### config.mk
export PLATFORM = sky130hd
export DESIGN_NAME = bvs_fault_status
export DESIGN_NICKNAME = d
export VERILOG_FILES = /design/src/hdl/bvs_fault_status.v /design/src/hdl/bvs_flag_reg.v
export VERILOG_INCLUDE_DIRS = /design/src /design/src/hdl
export SDC_FILE = /design/constraint.sdc
export NUM_CORES = 1
export LEC_CHECK = 0
export BUFFER_PORTS_ARGS = -buffer_cell sky130_fd_sc_hd__buf_2
export CORE_ASPECT_RATIO = 0.75
export CORE_MARGIN = 3
export CORE_UTILIZATION = 49
export CTS_BUF_LIST = sky130_fd_sc_hd__clkbuf_4
export CTS_CLUSTER_DIAMETER = 200
export DETAILED_ROUTE_END_ITERATION = 8
export MAX_ROUTING_LAYER = met4
export PLACE_DENSITY = 0.81
export REMOVE_ABC_BUFFERS = 1
export SLEW_MARGIN = 20
export SYNTH_ARGS = -nofsm -noshare
export SYNTH_HDL_FRONTEND = slang
export SYNTH_HIERARCHICAL = 1
export SYNTH_SLANG_ARGS = --single-unit
export TNS_END_PERCENT = 100
### constraint.sdc
create_clock -name SYS_CLK -period 1.45 [get_ports SYS_CLK]
set_input_delay 0.2175 -clock SYS_CLK [delete_from_list [all_inputs] [get_ports SYS_CLK]]
set_output_delay 0.2175 -clock SYS_CLK [all_outputs]
set_load 0.05 [all_outputs]
### src/hdl/bvs_defs.vh
// bvs_defs.vh: offsets, bit positions and reset values of the bus voltage and short fault registers
// assumes inclusion by bare name from the design files under hdl/
// Functional notes
// - bit 0 of bus voltage register sets on low-voltage bus output overvoltage, step-down.
// - bit 1 sets on low-voltage bus output undervoltage during step-down.
// - bit 2 sets on low-voltage bus input overvoltage during step-up.
// - bit 3 sets on low-voltage bus input undervoltage during step-up.
// - bit 4 sets on high-voltage bus output overvoltage during step-up.
// - bit 5 sets on high-voltage bus output undervoltage during step-up.
// - bit 6 sets on high-voltage bus input overvoltage during step-down.
// - bit 7 sets on high-voltage bus input undervoltage during step-down.
// - both registers are one byte, read/write except short bits 7:5 which stay zero, all zeros after reset.
// - short register bits: high-side, low bus ground, low-side, high bus ground, flyback.
`ifndef BVS_DEFS_VH
`define BVS_DEFS_VH
`define BVS_ADDR_BUS_VOLT 8'hd7
`define BVS_ADDR_SHORT 8'hd8
`define BVS_RST_BUS_VOLT 8'h00
`define BVS_RST_SHORT 8'h00
`define BVS_SHORT_MASK 8'h1f
`define BVS_BIT_LV_OUT_OV 0
`define BVS_BIT_LV_OUT_UV 1
`define BVS_BIT_LV_IN_OV 2
`define BVS_BIT_LV_IN_UV 3
`define BVS_BIT_HV_OUT_OV 4
`define BVS_BIT_HV_OUT_UV 5
`define BVS_BIT_HV_IN_OV 6
`define BVS_BIT_HV_IN_UV 7
`define BVS_BIT_HS_SHORT 0
`define BVS_BIT_LV_GND 1
`define BVS_BIT_LS_SHORT 2
`define BVS_BIT_HV_GND 3
`define BVS_BIT_FLY_SHORT 4
`endif

### src/hdl/bvs_fault_status.v
// bvs_fault_status.v: bus voltage limit and potential short fault status registers
// assumes an upstream management bus engine giving byte-addressed read/write strobes
`timescale 1ns/1ps
`include "bvs_defs.vh"
module bvs_fault_status (
    // clock and reset
    input wire SYS_CLK,
    input wire RESET,
    // register access from the management bus engine
    input wire REG_WR,
    input wire REG_RD,
    input wire [7:0] REG_ADDR,
    input wire [7:0] REG_WDATA,
    input wire WRITE_PROTECT,
    output reg [7:0] REG_RDATA,
    output reg REG_HIT,
    // conversion direction: 1 step-up, 0 step-down
    input wire STEP_UP,
    // comparator levels
    input wire LOW_VOLTAGE_BUS_OV,
    input wire LOW_VOLTAGE_BUS_UV,
    input wire HIGH_VOLTAGE_BUS_OV,
    input wire HIGH_VOLTAGE_BUS_UV,
    // short detectors
    input wire HS_SWITCH_SHORT,
    input wire LOW_VOLTAGE_BUS_GND_SHORT,
    input wire LS_SWITCH_SHORT,
    input wire HIGH_VOLTAGE_BUS_GND_SHORT,
    input wire FLYBACK_SWITCH_SHORT,
    // flag state
    output reg [7:0] BUS_VOLT_FLAGS,
    output reg [7:0] SHORT_FLAGS
);
    wire step_down = ~STEP_UP;
    wire [7:0] bv_set;
    wire [7:0] sh_set;
    wire [7:0] bv_q;
    wire [7:0] sh_q;
    // write protection blocks host writes but never fault capture
    wire wr_ok = REG_WR & ~WRITE_PROTECT;
    wire bv_wr = wr_ok & (REG_ADDR == `BVS_ADDR_BUS_VOLT);
    wire sh_wr = wr_ok & (REG_ADDR == `BVS_ADDR_SHORT);

    assign bv_set[`BVS_BIT_LV_OUT_OV] = step_down & LOW_VOLTAGE_BUS_OV;
    assign bv_set[`BVS_BIT_LV_OUT_UV] = step_down & LOW_VOLTAGE_BUS_UV;
    assign bv_set[`BVS_BIT_LV_IN_OV] = STEP_UP & LOW_VOLTAGE_BUS_OV;
    assign bv_set[`BVS_BIT_LV_IN_UV] = STEP_UP & LOW_VOLTAGE_BUS_UV;
    assign bv_set[`BVS_BIT_HV_OUT_OV] = STEP_UP & HIGH_VOLTAGE_BUS_OV;
    assign bv_set[`BVS_BIT_HV_OUT_UV] = STEP_UP & HIGH_VOLTAGE_BUS_UV;
    assign bv_set[`BVS_BIT_HV_IN_OV] = step_down & HIGH_VOLTAGE_BUS_OV;
    assign bv_set[`BVS_BIT_HV_IN_UV] = step_down & HIGH_VOLTAGE_BUS_UV;

    assign sh_set[`BVS_BIT_HS_SHORT] = HS_SWITCH_SHORT;
    assign sh_set[`BVS_BIT_LV_GND] = LOW_VOLTAGE_BUS_GND_SHORT;
    assign sh_set[`BVS_BIT_LS_SHORT] = LS_SWITCH_SHORT;
    assign sh_set[`BVS_BIT_HV_GND] = HIGH_VOLTAGE_BUS_GND_SHORT;
    assign sh_set[`BVS_BIT_FLY_SHORT] = FLYBACK_SWITCH_SHORT;
    assign sh_set[7:5] = 3'h0;

    bvs_flag_reg #(
        .RESET_VAL(`BVS_RST_BUS_VOLT),
        .IMPL_MASK(8'hff)
    ) u_bus_volt (
        .clk(SYS_CLK),
        .rst(RESET),
        .wr_en(bv_wr),
        .wr_data(REG_WDATA),
        .set(bv_set),
        .flags_q(bv_q)
    );

    bvs_flag_reg #(
        .RESET_VAL(`BVS_RST_SHORT),
        .IMPL_MASK(`BVS_SHORT_MASK)
    ) u_short (
        .clk(SYS_CLK),
        .rst(RESET),
        .wr_en(sh_wr),
        .wr_data(REG_WDATA),
        .set(sh_set),
        .flags_q(sh_q)
    );

    // read data registered one cycle after REG_RD; unmapped reads give zero, no hit
    always @(posedge SYS_CLK) begin
        if (RESET) begin
            REG_RDATA <= 8'h00;
            REG_HIT <= 1'b0;
            BUS_VOLT_FLAGS <= 8'h00;
            SHORT_FLAGS <= 8'h00;
        end else begin
            BUS_VOLT_FLAGS <= bv_q;
            SHORT_FLAGS <= sh_q;
            REG_RDATA <= 8'h00;
            REG_HIT <= 1'b0;
            if (REG_RD) begin
                if (REG_ADDR == `BVS_ADDR_BUS_VOLT) begin
                    REG_RDATA <= bv_q;
                    REG_HIT <= 1'b1;
                end else if (REG_ADDR == `BVS_ADDR_SHORT) begin
                    REG_RDATA <= sh_q & `BVS_SHORT_MASK;
                    REG_HIT <= 1'b1;
                end
            end
        end
    end
endmodule // bvs_fault_status

### src/hdl/bvs_flag_reg.v
// bvs_flag_reg.v: one byte of sticky fault flags with host overwrite
// assumes set inputs and write strobe synchronous to clk
`timescale 1ns/1ps
module bvs_flag_reg #(
    parameter [7:0] RESET_VAL = 8'h00,
    parameter [7:0] IMPL_MASK = 8'hff
) (
    // clock and reset
    input wire clk,
    input wire rst,
    // host write
    input wire wr_en,
    input wire [7:0] wr_data,
    // fault events
    input wire [7:0] set,
    // state
    output reg [7:0] flags_q
);
    reg [7:0] flags_d;

    // set wins over a write in the same cycle so no fault is lost
    always @* begin
        flags_d = flags_q;
        if (wr_en) begin
            flags_d = wr_data;
        end
        flags_d = (flags_d | set) & IMPL_MASK;
    end

    always @(posedge clk) begin
        if (rst) begin
            flags_q <= RESET_VAL & IMPL_MASK;
        end else begin
            flags_q <= flags_d;
        end
    end
endmodule // bvs_flag_reg

==> flow_summary.json <==
{
  "status": "completed",
  "dr_total_vias": 1102,
  "post_cts.repair.setup_buffers": 0,
  "worst-setup-path-type": "input pin to flop",
  "tns_ns": 0,
  "routed_wl_mm": 2.99,
  "clkTransAtPathRegs_ns": 0.10,
  "min_period_ns": 1.16,
  "cts_inserted_buffers": 5,
  "drt-pass1-iter-count": 4,
  "root_buffer": "clkbuf_4",
  "rr_worst_depth": 2,
  "hold_class": "input pin to flop",
  "die_w_um": 67.4,
  "required_ns": 1.67,
  "timing.rr.start": "u_bus_volt/flags_q[4]$_SDFF_PP0_",
  "synth-warning-count": 6,
  "grt_usage": 0.190,
  "worstHoldStart": "FLYBACK_SWITCH_SHORT",
  "worstPathArrival_ns": 1.39,
  "hold_slack_ns": 0.104,
  "peakVddDrop_mv": 0.647,
  "antenna_found_initial": 0,
  "hold_buffers": 0,
  "vias_per_cell": 4.71,
  "critPathMaxFanout": 3,
  "end_kind": "flop",
  "synth.cell_area_um2": 1390,
  "globalplace.congestion": 0.825,
  "final_common_cell": "buf_2",
  "setup-violations-final": 0,
  "design.die.area_um2": 3510,
  "r2r_end": "REG_RDATA[4]$_SDFF_PP0_",
  "initial_core_util": 0.521,
  "post-route-period-util": 0.802,
  "fmax_mhz": 860,
  "gr-total-overflow": 0,
  "grt_max_degree": 22,
  "antenna_cells": 0,
  "grt_pass1_vias": 1091,
  "ctsHtreeMaxLevel": 2,
  "postSynthCellCount": 134,
  "whs_endpoint": "u_short/flags_q[4]$_SDFF_PP0_",
  "hold_viol_final": 0,
  "layout_common_cells": "buf_2 (55), dfxtp_1 (38), nor2b_1 (17), inv_1 (14)",
  "die_y_um": 52.1,
  "cts_tree": "built",
  "num-fill-cells": 221,
  "max-clock-path-buffers": 2,
  "route.detailed.drc": 0,
  "min_path_cells": 3,
  "cts_sinks": 38,
  "design.core.area_um2": 2660,
  "dp_hpwl_mm": 2.18,
  "port_buffers": 55,
  "syn_avg_cell_area_um2": 10.4,
  "avgRoutedWirePerCell_um": 12.8,
  "powerDensity_nw_per_um2": 1130,
  "drv_slew": 0,
  "grt_pass1_wl_mm": 4.75,
  "nets": 229,
  "drive_above_1_share": 0.354,
  "cts_resized": 0,
  "num_rows": 16,
  "drv_cap": 0,
  "ant_nets": 0,
  "area_growth_pct": 28.8,
  "crit_path_start_kind": "input pin",
  "finClkSkew_ns": 0.00615,
  "pin_count": 56,
  "insertion_delay_ns": 0.34,
  "rsz0062_at_grt": "false",
  "power_leakage_uw": 0.000861,
  "r2r_slack_ns": 0.74,
  "drt_iter0_drc": 43
}
power by group:
group | switching, µW | internal, µW | leakage, µW
sequential | 22.6 | 1090 | 0.000313
clock | 317 | 348 | 0.0000387
combinational | 152 | 90.8 | 0.000510
how the worst max path moves through the flow:
stage	end	slack [ns]	cells after the start	from
after floorplan	u_bus_volt/flags_q[0]$_SDFF_PP0_	-0.15	5	REG_ADDR[3]
after global placement	u_short/flags_q[3]$_SDFF_PP0_	0.05	6	REG_ADDR[1]
after detailed placement	u_short/flags_q[1]$_SDFF_PP0_	0.03	6	REG_ADDR[1]
after CTS	BUS_VOLT_FLAGS[1]	0.28	1	BUS_VOLT_FLAGS[1]$_SDFF_PP0_
after global routing	u_bus_volt/flags_q[6]$_SDFF_PP0_	0.19	7	REG_ADDR[5]
final	u_bus_volt/flags_q[6]$_SDFF_PP0_	0.29	7	REG_ADDR[5]
state kept, by name (all words and copies together) (netlist names):
| name | cells |
|---|---|
| REG_RDATA | 8 |
| SHORT_FLAGS | 8 |
| u_short/flags_q | 5 |
| BUS_VOLT_FLAGS | 8 |
| REG_HIT | 1 |
| u_bus_volt/flags_q | 8 |
layout make-up:
cell class	instances	area, µm²	share of cell area
Tap cell	36	45.0	0.0252
Inverter	14	52.6	0.0294
Multi-Input combinational cell	76	522	0.292
Sequential cell	38	761	0.426
Clock buffer	5	37.5	0.0210
Timing Repair Buffer	63	335	0.188
Clock inverter	2	33.8	0.0189
through the flow:
step	cell area (µm²)	power [µW]	instances	util	worst slack [ns]
after floorplan	1340	1270	128	-	-0.153
after global placement	1720	1370	227	0.644	0.0487
after detailed placement	1720	1380	227	0.644	0.0277
after CTS	1790	2030	234	0.671	0.281
after global routing	1790	2100	234	0.671	0.188
final	1790	2020	234	0.671	0.287
per-layer routing:
layer / part of all wire / wire (µm) / track usage / vias up
li1: - / - / - / 560
met1: 0.41 / 1210 / 0.199 / 503
met2: 0.52 / 1550 / 0.330 / 29
met3: 0.045 / 135 / 0.0410 / 10
met4: 0.028 / 85 / 0.111 / 0
met5: 0 / 0 / - / -
critical path: stages:
cell and delay (ns):
buf_2 0.10, and4b_1 0.29, nand3b_1 0.13, nor2_1 0.19, buf_4 0.17, mux2i_1 0.20
a21oi_1 0.09
No activity file was read; power rests on OpenSTA's default activity.
